## src/bank_cmd_pkg.sv

```systemverilog
// Notes on behaviour
// clock enable action uses previous and current level
// enable low idle enters standby, reading suspends
// standby exits on enable high with nop
// suspend exit resumes, next command following edge
// inhibit, nop, activate, read, write decoding
// load command, load mode, terminate encodings
// inhibit and nop start nothing new
// idle bank accepts activate, loads, terminate
// open row accepts read, write, terminate, load
// reading bank accepts read, terminates, load command
// writing bank accepts only read, load command
// read during program returns previously open row
// no command to terminating or activating bank; an active terminate to a terminating bank is accepted, not flagged
// active terminate lasts one cycle then idle
// activation lasts row to column delay
// mode register access only nops, then idle
// initialization after reset pin rise, 100us
// load mode only when all banks idle
// burst terminate ends most recent read burst; flagged illegal when that read went to a writing bank
// other banks accept commands legal for them
// idle bank does not restrict other banks
// unlisted combinations are illegal, never produced
// address bit 10 terminates all, else selected bank
// suspended edges ignore inputs, freeze counters
package bank_cmd_pkg;
	localparam int NUM_BANKS        = 4;
	localparam int BANK_W           = 2;
	localparam int ROW_W            = 12;
	localparam int CLK_PERIOD_PS    = 25000;
	localparam int INIT_TIME_US     = 100;
	localparam int INIT_CYCLES      = (INIT_TIME_US * 1000000 + CLK_PERIOD_PS - 1) / CLK_PERIOD_PS;
	localparam int RCD_CYCLES       = 3;
	localparam int MRD_CYCLES       = 2;
	localparam int TERM_ALL_BIT     = 10;
	localparam int WRITE_DONE_CYCLES = 16;

	typedef enum logic [3:0] {
		cmd_inhibit, cmd_nop, cmd_active, cmd_read, cmd_write,
		cmd_load_command, cmd_load_mode, cmd_active_terminate, cmd_burst_terminate,
		cmd_reserved
	} cmd_t;

	typedef enum logic [2:0] {
		bank_idle, bank_activating, bank_row_active, bank_read, bank_write, bank_terminating
	} bank_state_t;

	typedef enum logic [2:0] {
		dev_init, dev_run, dev_standby, dev_suspend, dev_mode_access
	} dev_state_t;

	// strobe pins are active low: cs, ras, cas, we
	function automatic cmd_t decode_cmd(input logic cs_b, input logic ras_b,
		input logic cas_b, input logic we_b);
		cmd_t c;
		c = cmd_reserved;
		if (cs_b) begin
			c = cmd_inhibit;
		end else begin
			case ({ras_b, cas_b, we_b})
				3'b111: c = cmd_nop;
				3'b011: c = cmd_active;
				3'b101: c = cmd_read;
				3'b100: c = cmd_write;
				3'b001: c = cmd_load_command;
				3'b000: c = cmd_load_mode;
				3'b010: c = cmd_active_terminate;
				3'b110: c = cmd_burst_terminate;
				default: c = cmd_reserved;
			endcase
		end
		return c;
	endfunction
endpackage

```

## src/mem_cmd_if.sv

```systemverilog
`timescale 1ns/1ps
interface mem_cmd_if;
	logic                 cke;
	logic                 cs_b;
	logic                 ras_b;
	logic                 cas_b;
	logic                 we_b;
	logic [1:0]           bank_addr;
	logic [11:0]          addr;
	logic                 reset_protect_pin;
	modport controller (output cke, cs_b, ras_b, cas_b, we_b, bank_addr, addr, reset_protect_pin);
	modport device (input cke, cs_b, ras_b, cas_b, we_b, bank_addr, addr, reset_protect_pin);
endinterface

```

## src/bank_state_command_decoder.sv

```systemverilog
`timescale 1ns/1ps
module bank_state_command_decoder #(
	parameter int INIT_COUNT = bank_cmd_pkg::INIT_CYCLES,
	parameter int RCD        = bank_cmd_pkg::RCD_CYCLES,
	parameter int MRD        = bank_cmd_pkg::MRD_CYCLES,
	parameter int WR_DONE    = bank_cmd_pkg::WRITE_DONE_CYCLES
) (
	input  wire logic                    mclk,
	input  wire logic                    rst_b,
	mem_cmd_if.device                    link,
	input  wire logic                    program_done,
	output logic [3*bank_cmd_pkg::NUM_BANKS-1:0] bank_states,
	output bank_cmd_pkg::dev_state_t     dev_state,
	output bank_cmd_pkg::cmd_t           last_cmd,
	output logic                         cmd_valid,
	output logic                         illegal_cmd,
	output logic [bank_cmd_pkg::BANK_W-1:0] read_bank,
	output logic                         read_prior_row,
	output logic                         burst_active
);
	import bank_cmd_pkg::*;

	// ************
	// pin synchronisers
	// ************
	logic [18:0] pin_s1, pin_s2;
	always_ff @(posedge mclk or negedge rst_b) begin
		if (!rst_b) begin
			pin_s1 <= 19'h78000;
			pin_s2 <= 19'h78000;
		end else begin
			pin_s1 <= {link.cke, link.cs_b, link.ras_b, link.cas_b, link.we_b,
				link.bank_addr, link.addr};
			pin_s2 <= pin_s1;
		end
	end
	logic cke_now, rp_s1, rp_s2, rp_prev;
	logic [BANK_W-1:0] ba;
	logic [ROW_W-1:0]  ad;
	cmd_t cmd;
	assign cke_now = pin_s2[18];
	assign ba      = pin_s2[13:12];
	assign ad      = pin_s2[11:0];
	assign cmd     = decode_cmd(pin_s2[17], pin_s2[16], pin_s2[15], pin_s2[14]);

	always_ff @(posedge mclk or negedge rst_b) begin
		if (!rst_b) begin
			rp_s1   <= 1'b0;
			rp_s2   <= 1'b0;
			rp_prev <= 1'b0;
		end else begin
			rp_s1   <= link.reset_protect_pin;
			rp_s2   <= rp_s1;
			rp_prev <= rp_s2;
		end
	end

	// ************
	// device and bank state
	// ************
	bank_state_t bst [NUM_BANKS];
	bank_state_t next_bst [NUM_BANKS];
	logic [15:0] bcnt [NUM_BANKS];
	logic [15:0] next_bcnt [NUM_BANKS];
	dev_state_t next_dev;
	logic [31:0] dcnt, next_dcnt;
	logic cke_prev, next_cke_prev, next_illegal, next_valid, next_prior;
	logic next_burst;
	logic [BANK_W-1:0] next_rbank;
	cmd_t next_last;
	logic any_read, all_idle, run_edge;

	always_comb begin
		any_read = 1'b0;
		all_idle = 1'b1;
		for (int i = 0; i < NUM_BANKS; i++) begin
			if (bst[i] == bank_read) any_read = 1'b1;
			if (bst[i] != bank_idle) all_idle = 1'b0;
		end
	end

	always_comb begin
		next_bst      = bst;
		next_bcnt     = bcnt;
		next_dev      = dev_state;
		next_dcnt     = dcnt;
		next_cke_prev = cke_now;
		next_illegal  = 1'b0;
		next_valid    = 1'b0;
		next_prior    = read_prior_row;
		next_rbank    = read_bank;
		next_burst    = burst_active;
		next_last     = last_cmd;
		run_edge      = 1'b0;
		// timed bank states progress on every unsuspended edge
		if (dev_state != dev_suspend) begin
			for (int i = 0; i < NUM_BANKS; i++) begin
				case (bst[i])
					bank_terminating: next_bst[i] = bank_idle;
					bank_activating: begin
						if (bcnt[i] <= 16'h0001) next_bst[i] = bank_row_active;
						else next_bcnt[i] = bcnt[i] - 16'h0001;
					end
					bank_write: begin
						if (program_done || bcnt[i] <= 16'h0001) next_bst[i] = bank_idle;
						else next_bcnt[i] = bcnt[i] - 16'h0001;
					end
					default: ;
				endcase
			end
		end
		if (rp_s2 && !rp_prev) begin
			next_dev  = dev_init;
			next_dcnt = INIT_COUNT;
			for (int i = 0; i < NUM_BANKS; i++) next_bst[i] = bank_idle;
		end else begin
			case (dev_state)
				dev_init: begin
					if (cmd != cmd_inhibit && cmd != cmd_nop) next_illegal = 1'b1;
					if (dcnt <= 32'h1) next_dev = dev_run;
					else next_dcnt = dcnt - 32'h1;
				end
				dev_mode_access: begin
					if (cmd != cmd_inhibit && cmd != cmd_nop) next_illegal = 1'b1;
					if (dcnt <= 32'h1) next_dev = dev_run;
					else next_dcnt = dcnt - 32'h1;
				end
				dev_standby: begin
					if (cke_now && (cmd == cmd_inhibit || cmd == cmd_nop))
						next_dev = dev_run;
					else if (cke_now) next_illegal = 1'b1;
				end
				dev_suspend: begin
					if (cke_now) next_dev = dev_run;
				end
				dev_run: begin
					if (cke_prev && !cke_now) begin
						if (any_read) next_dev = dev_suspend;
						else if (cmd == cmd_inhibit || cmd == cmd_nop) next_dev = dev_standby;
						else next_illegal = 1'b1;
					end else if (cke_prev && cke_now) begin
						run_edge = 1'b1;
					end
				end
				default: next_dev = dev_run;
			endcase
		end
		if (run_edge) begin
			next_last  = cmd;
			next_valid = (cmd != cmd_inhibit && cmd != cmd_nop);
			case (cmd)
				cmd_active: begin
					if (bst[ba] != bank_idle) next_illegal = 1'b1;
					else begin
						next_bst[ba]  = bank_activating;
						next_bcnt[ba] = 16'(RCD);
					end
				end
				cmd_read: begin
					if (bst[ba] == bank_row_active || bst[ba] == bank_read ||
						bst[ba] == bank_write) begin
						next_prior = (bst[ba] == bank_write);
						if (bst[ba] != bank_write) next_bst[ba] = bank_read;
						next_rbank  = ba;
						next_burst  = 1'b1;
					end else next_illegal = 1'b1;
				end
				cmd_write: begin
					if (bst[ba] == bank_row_active) begin
						next_bst[ba]  = bank_write;
						next_bcnt[ba] = 16'(WR_DONE);
					end else next_illegal = 1'b1;
				end
				cmd_load_command: begin
					if (bst[ba] == bank_activating || bst[ba] == bank_terminating)
						next_illegal = 1'b1;
				end
				cmd_load_mode: begin
					if (!all_idle) next_illegal = 1'b1;
					else begin
						next_dev  = dev_mode_access;
						next_dcnt = MRD;
					end
				end
				cmd_active_terminate: begin
					for (int i = 0; i < NUM_BANKS; i++) begin
						if (ad[TERM_ALL_BIT] || i == int'(ba)) begin
							if (bst[i] == bank_write || bst[i] == bank_activating)
								next_illegal = next_illegal | (i == int'(ba));
							else if (bst[i] != bank_idle) next_bst[i] = bank_terminating;
						end
					end
					if (ad[TERM_ALL_BIT] || ba == read_bank) next_burst = 1'b0;
				end
				cmd_burst_terminate: begin
					if (burst_active && bst[read_bank] == bank_read) begin
						next_bst[read_bank] = bank_row_active;
						next_burst          = 1'b0;
					end else next_illegal = 1'b1;
				end
				cmd_reserved: next_illegal = 1'b1;
				default: ;
			endcase
			// a refused command is flagged only, never reported as taken
			if (next_illegal) next_valid = 1'b0;
		end
	end

	always_ff @(posedge mclk or negedge rst_b) begin
		if (!rst_b) begin
			for (int i = 0; i < NUM_BANKS; i++) begin
				bst[i]  <= bank_idle;
				bcnt[i] <= 16'h0000;
			end
			dev_state      <= dev_run;
			dcnt           <= 32'h0;
			cke_prev       <= 1'b1;
			illegal_cmd    <= 1'b0;
			cmd_valid      <= 1'b0;
			read_prior_row <= 1'b0;
			read_bank      <= 2'h0;
			burst_active   <= 1'b0;
			last_cmd       <= cmd_inhibit;
		end else begin
			bst            <= next_bst;
			bcnt           <= next_bcnt;
			dev_state      <= next_dev;
			dcnt           <= next_dcnt;
			cke_prev       <= next_cke_prev;
			illegal_cmd    <= next_illegal;
			cmd_valid      <= next_valid;
			read_prior_row <= next_prior;
			read_bank      <= next_rbank;
			burst_active   <= next_burst;
			last_cmd       <= next_last;
		end
	end

	always_comb begin
		for (int i = 0; i < NUM_BANKS; i++) bank_states[3*i +: 3] = bst[i];
	end
endmodule

```

## src/flat_wrapper.sv

```systemverilog
// flat-port wrapper written by rule: the top's interface ports become plain ports
module bank_state_command_decoder_flat import bank_cmd_pkg::*;
#(
	parameter int INIT_COUNT = bank_cmd_pkg::INIT_CYCLES,
	parameter int RCD        = bank_cmd_pkg::RCD_CYCLES,
	parameter int MRD        = bank_cmd_pkg::MRD_CYCLES,
	parameter int WR_DONE    = bank_cmd_pkg::WRITE_DONE_CYCLES
)
  (mclk, rst_b, program_done, bank_states, dev_state, last_cmd, cmd_valid, illegal_cmd, read_bank, read_prior_row, burst_active, link_cke, link_cs_b, link_ras_b, link_cas_b, link_we_b, link_bank_addr, link_addr, link_reset_protect_pin);
  mem_cmd_if link_i ();
  input  wire logic mclk;
  input  wire logic rst_b;
  input  wire logic program_done;
  output logic [3*bank_cmd_pkg::NUM_BANKS-1:0] bank_states;
  output bank_cmd_pkg::dev_state_t dev_state;
  output bank_cmd_pkg::cmd_t last_cmd;
  output logic cmd_valid;
  output logic illegal_cmd;
  output logic [bank_cmd_pkg::BANK_W-1:0] read_bank;
  output logic read_prior_row;
  output logic burst_active;
  input wire logic [$bits(link_i.cke)-1:0] link_cke;
  input wire logic [$bits(link_i.cs_b)-1:0] link_cs_b;
  input wire logic [$bits(link_i.ras_b)-1:0] link_ras_b;
  input wire logic [$bits(link_i.cas_b)-1:0] link_cas_b;
  input wire logic [$bits(link_i.we_b)-1:0] link_we_b;
  input wire logic [$bits(link_i.bank_addr)-1:0] link_bank_addr;
  input wire logic [$bits(link_i.addr)-1:0] link_addr;
  input wire logic [$bits(link_i.reset_protect_pin)-1:0] link_reset_protect_pin;
  assign link_i.cke = link_cke;
  assign link_i.cs_b = link_cs_b;
  assign link_i.ras_b = link_ras_b;
  assign link_i.cas_b = link_cas_b;
  assign link_i.we_b = link_we_b;
  assign link_i.bank_addr = link_bank_addr;
  assign link_i.addr = link_addr;
  assign link_i.reset_protect_pin = link_reset_protect_pin;
  bank_state_command_decoder #(.INIT_COUNT(INIT_COUNT), .RCD(RCD), .MRD(MRD), .WR_DONE(WR_DONE)) u_core (.mclk(mclk), .rst_b(rst_b), .link(link_i), .program_done(program_done), .bank_states(bank_states), .dev_state(dev_state), .last_cmd(last_cmd), .cmd_valid(cmd_valid), .illegal_cmd(illegal_cmd), .read_bank(read_bank), .read_prior_row(read_prior_row), .burst_active(burst_active));
endmodule
```

## config.mk

```make
export PLATFORM = sky130hd
export DESIGN_NAME = bank_state_command_decoder_flat
export DESIGN_NICKNAME = d
export VERILOG_FILES = /design/src/bank_cmd_pkg.sv /design/src/mem_cmd_if.sv /design/src/bank_state_command_decoder.sv /design/src/flat_wrapper.sv
export SDC_FILE = /design/constraint.sdc
export NUM_CORES = 1
export LEC_CHECK = 0
export BUFFER_PORTS_ARGS = -buffer_cell sky130_fd_sc_hd__buf_2
export CAP_MARGIN = 20
export CORE_ASPECT_RATIO = 0.5
export CORE_MARGIN = 4
export CORE_UTILIZATION = 35
export CTS_CLUSTER_DIAMETER = 60
export CTS_CLUSTER_SIZE = 12
export DETAILED_ROUTE_END_ITERATION = 16
export PLACE_DENSITY = 0.5
export SLEW_MARGIN = 10
export SYNTH_ARGS = -nofsm -noshare
export SYNTH_HDL_FRONTEND = slang
export SYNTH_SLANG_ARGS = --single-unit
```

## constraint.sdc

```tcl
create_clock -name mclk -period 3.2 [get_ports mclk]
set_input_delay 0.32 -clock mclk [delete_from_list [all_inputs] [get_ports mclk]]
set_output_delay 0.32 -clock mclk [all_outputs]
set_load 0.005 [all_outputs]
```

# After elaboration in Yosys (flattened, before gate mapping)

Memories as Yosys holds them, arrays and structs flattened.
Cells that the tools add are included.

Register bits: 163
Memory bits (read-only): 32
Input bits: 23
Output and inout bits: 25
Logic and storage cells: 275
Memories: 1

Memories:

| name             | words | width | rd ports | clocked after memory_dff | write ports | line               | source |
|---|---|---|---|---|---|---|---|
| (name not given) | 8     | 4     | 1        | 0                        | 0           | bank_cmd_pkg.sv:60 | `case ({ras_b, cas_b, we_b})` |

Add/subtract/negate cells: 5
$lt $le $gt $ge: 9
Equality and inequality tests: 45
Mux-type cells: 129
Bitwise gates (word level): 24
Reduce and logical (&&, ||, !) cells: 40

Operators with widths:

| operator                                                                          | count |
|---|---|
| 64-bit 2-to-1 mux                                                                 | 4 |
| 32-bit 2-to-1 mux                                                                 | 6 |
| 16-bit 2-to-1 mux                                                                 | 9 |
| 16-bit one-hot mux with 2 select lines                                            | 4 |
| 64-bit one-hot mux with 2 select lines                                            | 1 |
| 3-bit 2-to-1 mux                                                                  | 36 |
| 12-bit 2-to-1 mux                                                                 | 8 |
| 16-bit by 1-bit less-or-equal comparator with 1-bit output, second input constant | 4 |
| 16-bit by 1-bit subtractor with 16-bit output, second input constant              | 4 |
| 60-bit bitwise AND                                                                | 1 |
| 60-bit inverter                                                                   | 1 |
| 12-bit one-hot mux with 5 select lines                                            | 1 |
| 56-bit bitwise AND                                                                | 1 |
| 56-bit inverter                                                                   | 1 |
| 1-bit 2-to-1 mux                                                                  | 46 |
| 3-bit one-hot mux with 3 select lines                                             | 4 |
| 3-bit equality test, second input constant                                        | 11 |
| 16-bit demux with 2-bit select                                                    | 1 |
| 32-bit by 1-bit less-or-equal comparator with 1-bit output, second input constant | 1 |
| 32-bit by 1-bit subtractor with 32-bit output, second input constant              | 1 |
| 3-bit by 2-bit equality test with 1-bit output, second input constant             | 9 |
| 8-bit bitwise AND                                                                 | 3 |
| 8-bit inverter                                                                    | 3 |
| 3-bit by 1-bit equality test with 1-bit output, second input constant             | 6 |
| 36 further kinds                                                                  | 86 |

# Depth between registers and ports, before layout

Depth after elaboration: 31
Depth in mapped cells: 10
Mapped depth without buffers: 8

# Worst setup path before layout

Ideal clock, no wire load.

Path kind: flip-flop to flip-flop
From: register u_core.pin_s2[15]
To: register u_core.read_bank[0] (netlist bit)
Library setup time: 125 ps
Data arrival time: 2369 ps
Required time: 3075 ps
Setup slack: 706 ps
Cell stages (with the launch flop): 7
Path buffers: 0
Clock period less this slack: 2494 ps
Path through: dfstp_2 -> inv_1 -> ha_1 -> or3b_2 -> a221o_1 -> or3_1 -> mux2_2

Longest elaborated chain between the ends: 4

RTL lines:

| what                                           | line                              | source |
|---|---|---|
| start, declared                                | bank_state_command_decoder.sv:26  | `logic [18:0] pin_s1, pin_s2;` |
| start signal, assigned                         | bank_state_command_decoder.sv:34  | `pin_s2 <= pin_s1;` |
| memory read 8 x 4 bit                          | -                                 |  |
| 4-bit 2-to-1 mux                               | bank_cmd_pkg.sv:57                | `if (cs_b) begin` |
| 4-bit by 2-bit equality test with 1-bit output | bank_state_command_decoder.sv:151 | `case (cmd)` |
| 3-bit AND reduction (no line)                  | -                                 |  |
| end signal, assigned                           | bank_state_command_decoder.sv:233 | `read_bank <= next_rbank;` |
| end, declared                                  | bank_state_command_decoder.sv:17  | `output logic [bank_cmd_pkg::BANK_W-1:0] read_bank,` |

Every way passes these cells.
A chain may end at the register's enable or synchronous reset.

==> impl_metrics.json <==
{
  "p_comb_share_pct": 7.8,
  "die_height_um": 117,
  "power.internal_uw": 3310,
  "tritoncts": "built",
  "final.setup_skew_ns": 0.0118,
  "num_io_pins": 48,
  "seq_area_um2": 3540,
  "cts.root.buffer_cell": "clkbuf_16",
  "crit_arrival_ns": 3.15,
  "drc": 0,
  "post_drt_via_cell_ratio": 5.44,
  "num_antenna_cells": 0,
  "die_area_um2": 26300,
  "endpoint_kind": "flip-flop",
  "synthesis.area_um2": 8280,
  "tns_ns": 0,
  "netSwitchingPower_uw": 1080,
  "overflow": 0,
  "antenna_left": 0,
  "route.met2.wl_mm": 9.63,
  "grt_max_degree": 69,
  "n_fill_cell": 2313,
  "post_cts_resize_count": 0,
  "cts_buffer_depth": 2,
  "syn_inst": 889,
  "dr.pass1.iters": 5,
  "grt_usage_pct": 17.6,
  "worst_slew_pin_slew_ns": 0.822,
  "fin_nets": 983,
  "syn_to_final_growth_pct": 16.5,
  "p_clk_share_pct": 48.7,
  "fp.dieW_um": 226,
  "yosys_warnings": 0,
  "drt_iter0_markers": 390,
  "port_buffers": 36,
  "wl_met3_um": 950,
  "setup_viol": 0,
  "status": "finished, final reports clean",
  "top_layer_used": "met4",
  "vdd_drop_max_mv": 0.335,
  "critPathKind": "flip-flop to flip-flop",
  "wl_mm": 21.9,
  "cp-start-kind": "flip-flop",
  "synth_nets": 927,
  "max_freq_mhz": 354,
  "pwr-share-seq_pct": 43.5,
  "yosysSeqAreaShare_pct": 42.8,
  "p_leak_uw": 0.00424,
  "synth_edf_count": 0,
  "period_share_pct": 88.3,
  "clock-sinks": 141,
  "hold_viol": 0,
  "grt_setup_unrepaired": "false",
  "grt_pass1_vias": 6902,
  "multi_input_area_um2": 4450,
  "drv_cap": 0,
  "drv_slew": 0,
  "hp-class": "flip-flop to flip-flop",
  "crit_required_ns": 3.52,
  "fin_crit_ns": 2.83,
  "powerDensity_nw_per_um2": 455,
  "numCtsBuffers": 17,
  "worstPathMaxFanout": 4,
  "grt_pass1_wl_mm": 36.6,
  "post_dp_cell_area_um2": 8920,
  "wl_met1_mm": 10.8,
  "dr_total_vias": 6887,
  "place.gp.congestion": 0.936,
  "htreeDepth": 4,
  "initial_core_util_pct": 35.9,
  "avgSynthCellArea_um2": 9.31,
  "coreArea_um2": 23000,
  "dp_hpwl_mm": 15.8,
  "ys_ff_latch": 141,
  "drive_gt1_share_pct": 16.3,
  "rows": 39,
  "async_flop_share_pct": 100,
  "post_cts.repair.setup_buffers": 0,
  "insertion_delay_ns": 0.45,
  "fin_area_um2": 9650,
  "wl_per_cell_um": 17.3,
  "synthFlopType": "dfrtp_1",
  "synthDistinctLibCells": 86,
  "clk_pin_slew_ns": 0.06,
  "relSlewSlack_pct": 44.3,
  "swShare_pct": 24.7,
  "grt_antenna_before_repair": 0
}
-- logic make-up after synthesis --
kind of cell / count (synthesis) / synth area share [%]
XOR/XNOR: 79 / 8.36
multiplexers: 10 / 1.71
AO/OA/AOI/OAI: 183 / 15.1
buffers and inverters: 64 / 3.49
flip-flops: 141 / 42.8
adder cells (fa/ha/maj): 15 / 2.27
AND/OR/NAND/NOR: 397 / 26.3
-- timing repair --
item | CTS | global route
hold endpoints to repair | 66 | 0
hold buffers | 10 | 0
endpoints found under the setup margin | 0 | 0
-- registers in the layout, summed over array words and instances, names as in the netlist --
name	flops
u_core.bcnt	64
u_core.dcnt	32
u_core.bank_states	12
u_core.pin_s1	8
u_core.pin_s2	8
u_core.last_cmd	4
u_core.dev_state	3
u_core.read_bank	2
u_core.burst_active	1
u_core.cke_prev	1
u_core.cmd_valid	1
u_core.illegal_cmd	1
u_core.read_prior_row	1
u_core.rp_prev	1
u_core.rp_s1	1
u_core.rp_s2	1
-- through the flow --
step                      setup WS [ns]  hold WS [ns]  power [uW]  utilization, %  cells
final                             0.374         0.349        4390            41.9   1265
after global routing              0.200         0.353        4580            41.9   1265
after CTS                         0.401         0.351        4450            41.9   1265
after detailed placement          0.413         0.337        2270            38.7   1223
after global placement            0.437         0.336        2270            38.7   1223
after floorplan                   0.706        0.0244        2140               -    889
-- power by group through the flow --
stage	registers (uW)	clock network, uW	logic, uW
floorplan	1920	0	228
finish	1910	2140	344
CTS	1910	2200	346
global placement	1940	0	329
detailed placement	1940	0	331
global route	1920	2280	387
-- layout make-up --
cell class              count  area share (%)
repair buffers             79            5.80
flip-flops and latches    141            36.7
multi-input cells         684            46.1
clock buffers              19            4.59
clock inverters            13            1.97
well taps                 307            3.98
inverters                  22           0.856
-- Yosys cell counts (8+ instances only) --
cell	instances	area share, %
dfrtp_1	131	40
nor2_1	126	5.7
a21oi_1	57	3.4
xnor2_1	54	5.7
nand2_1	45	2.0
nor3_1	41	2.5
o21ai_0	32	1.9
or3_1	25	1.9
xor2_1	25	2.6
nor4_1	24	1.8
inv_1	22	1.0
clkbuf_1	21	0.95
nand3_1	17	1.0
ha_1	15	2.3
or4_1	13	1.2
buf_2	12	0.73
nand2b_1	11	0.83
nand4_1	11	0.83
nor2b_1	11	0.83
dfstp_2	10	3.2
nand3b_1	10	0.91
a211oi_1	8	0.73
-- cell usage in the layout, fill, tap and decap left out, types with 6 or more instances in the layout --
cell type and n:
a211oi_1 8, a21oi_1 57, and3_1 6, buf_2 35, buf_4 31, clkbuf_16 17, dfrtp_1 131, dfstp_2 10
dlygate4sd3_1 10, ha_1 15, inv_1 22, nand2_1 45, nand2b_1 11, nand3_1 17, nand3b_1 10, nand4_1 11
nor2_1 126, nor2b_1 11, nor3_1 41, nor3b_1 6, nor4_1 24, o21ai_0 32, o22ai_1 6, o31ai_1 6
or2_2 6, or3_1 25, or4_1 13, xnor2_1 54, xor2_1 25
-- worst max-delay path, cell delays in order, from the launching register on --
cell and delay, ns:
dfstp_2 0.54, inv_1 0.07, ha_1 0.31, or3b_1 0.42, a221o_1 0.38, a21oi_1 0.26, o21ai_0 0.28, nor4_1 0.34
o22ai_1 0.11
-- metal layers --
| metal | track usage [%] | vias up |
|---|---|---|
| met4 | 6.16 | 0 |
| met3 | 4.42 | 31 |
| met5 | 0 | - |
| met2 | 27.5 | 110 |
| met1 | 24.0 | 3406 |
| li1 | - | 3340 |
-- worst paths after layout --
check,from,endpoint,slack (ns),cells after the start
worst max-delay path,u_core.pin_s2[15],u_core.bank_states[3],0.37,8
worst max register to register,u_core.pin_s2[15],u_core.bank_states[3],0.37,8
min in group asynchronous,rst_b,u_core.dcnt[29],0.45,2
worst min-delay path,u_core.pin_s1[12],u_core.pin_s2[12],0.35,0
max in group asynchronous,rst_b,u_core.dev_state[0],1.99,3
worst min register to register,u_core.pin_s1[12],u_core.pin_s2[12],0.35,0
Note: power is estimated with default switching activity, not from simulation.
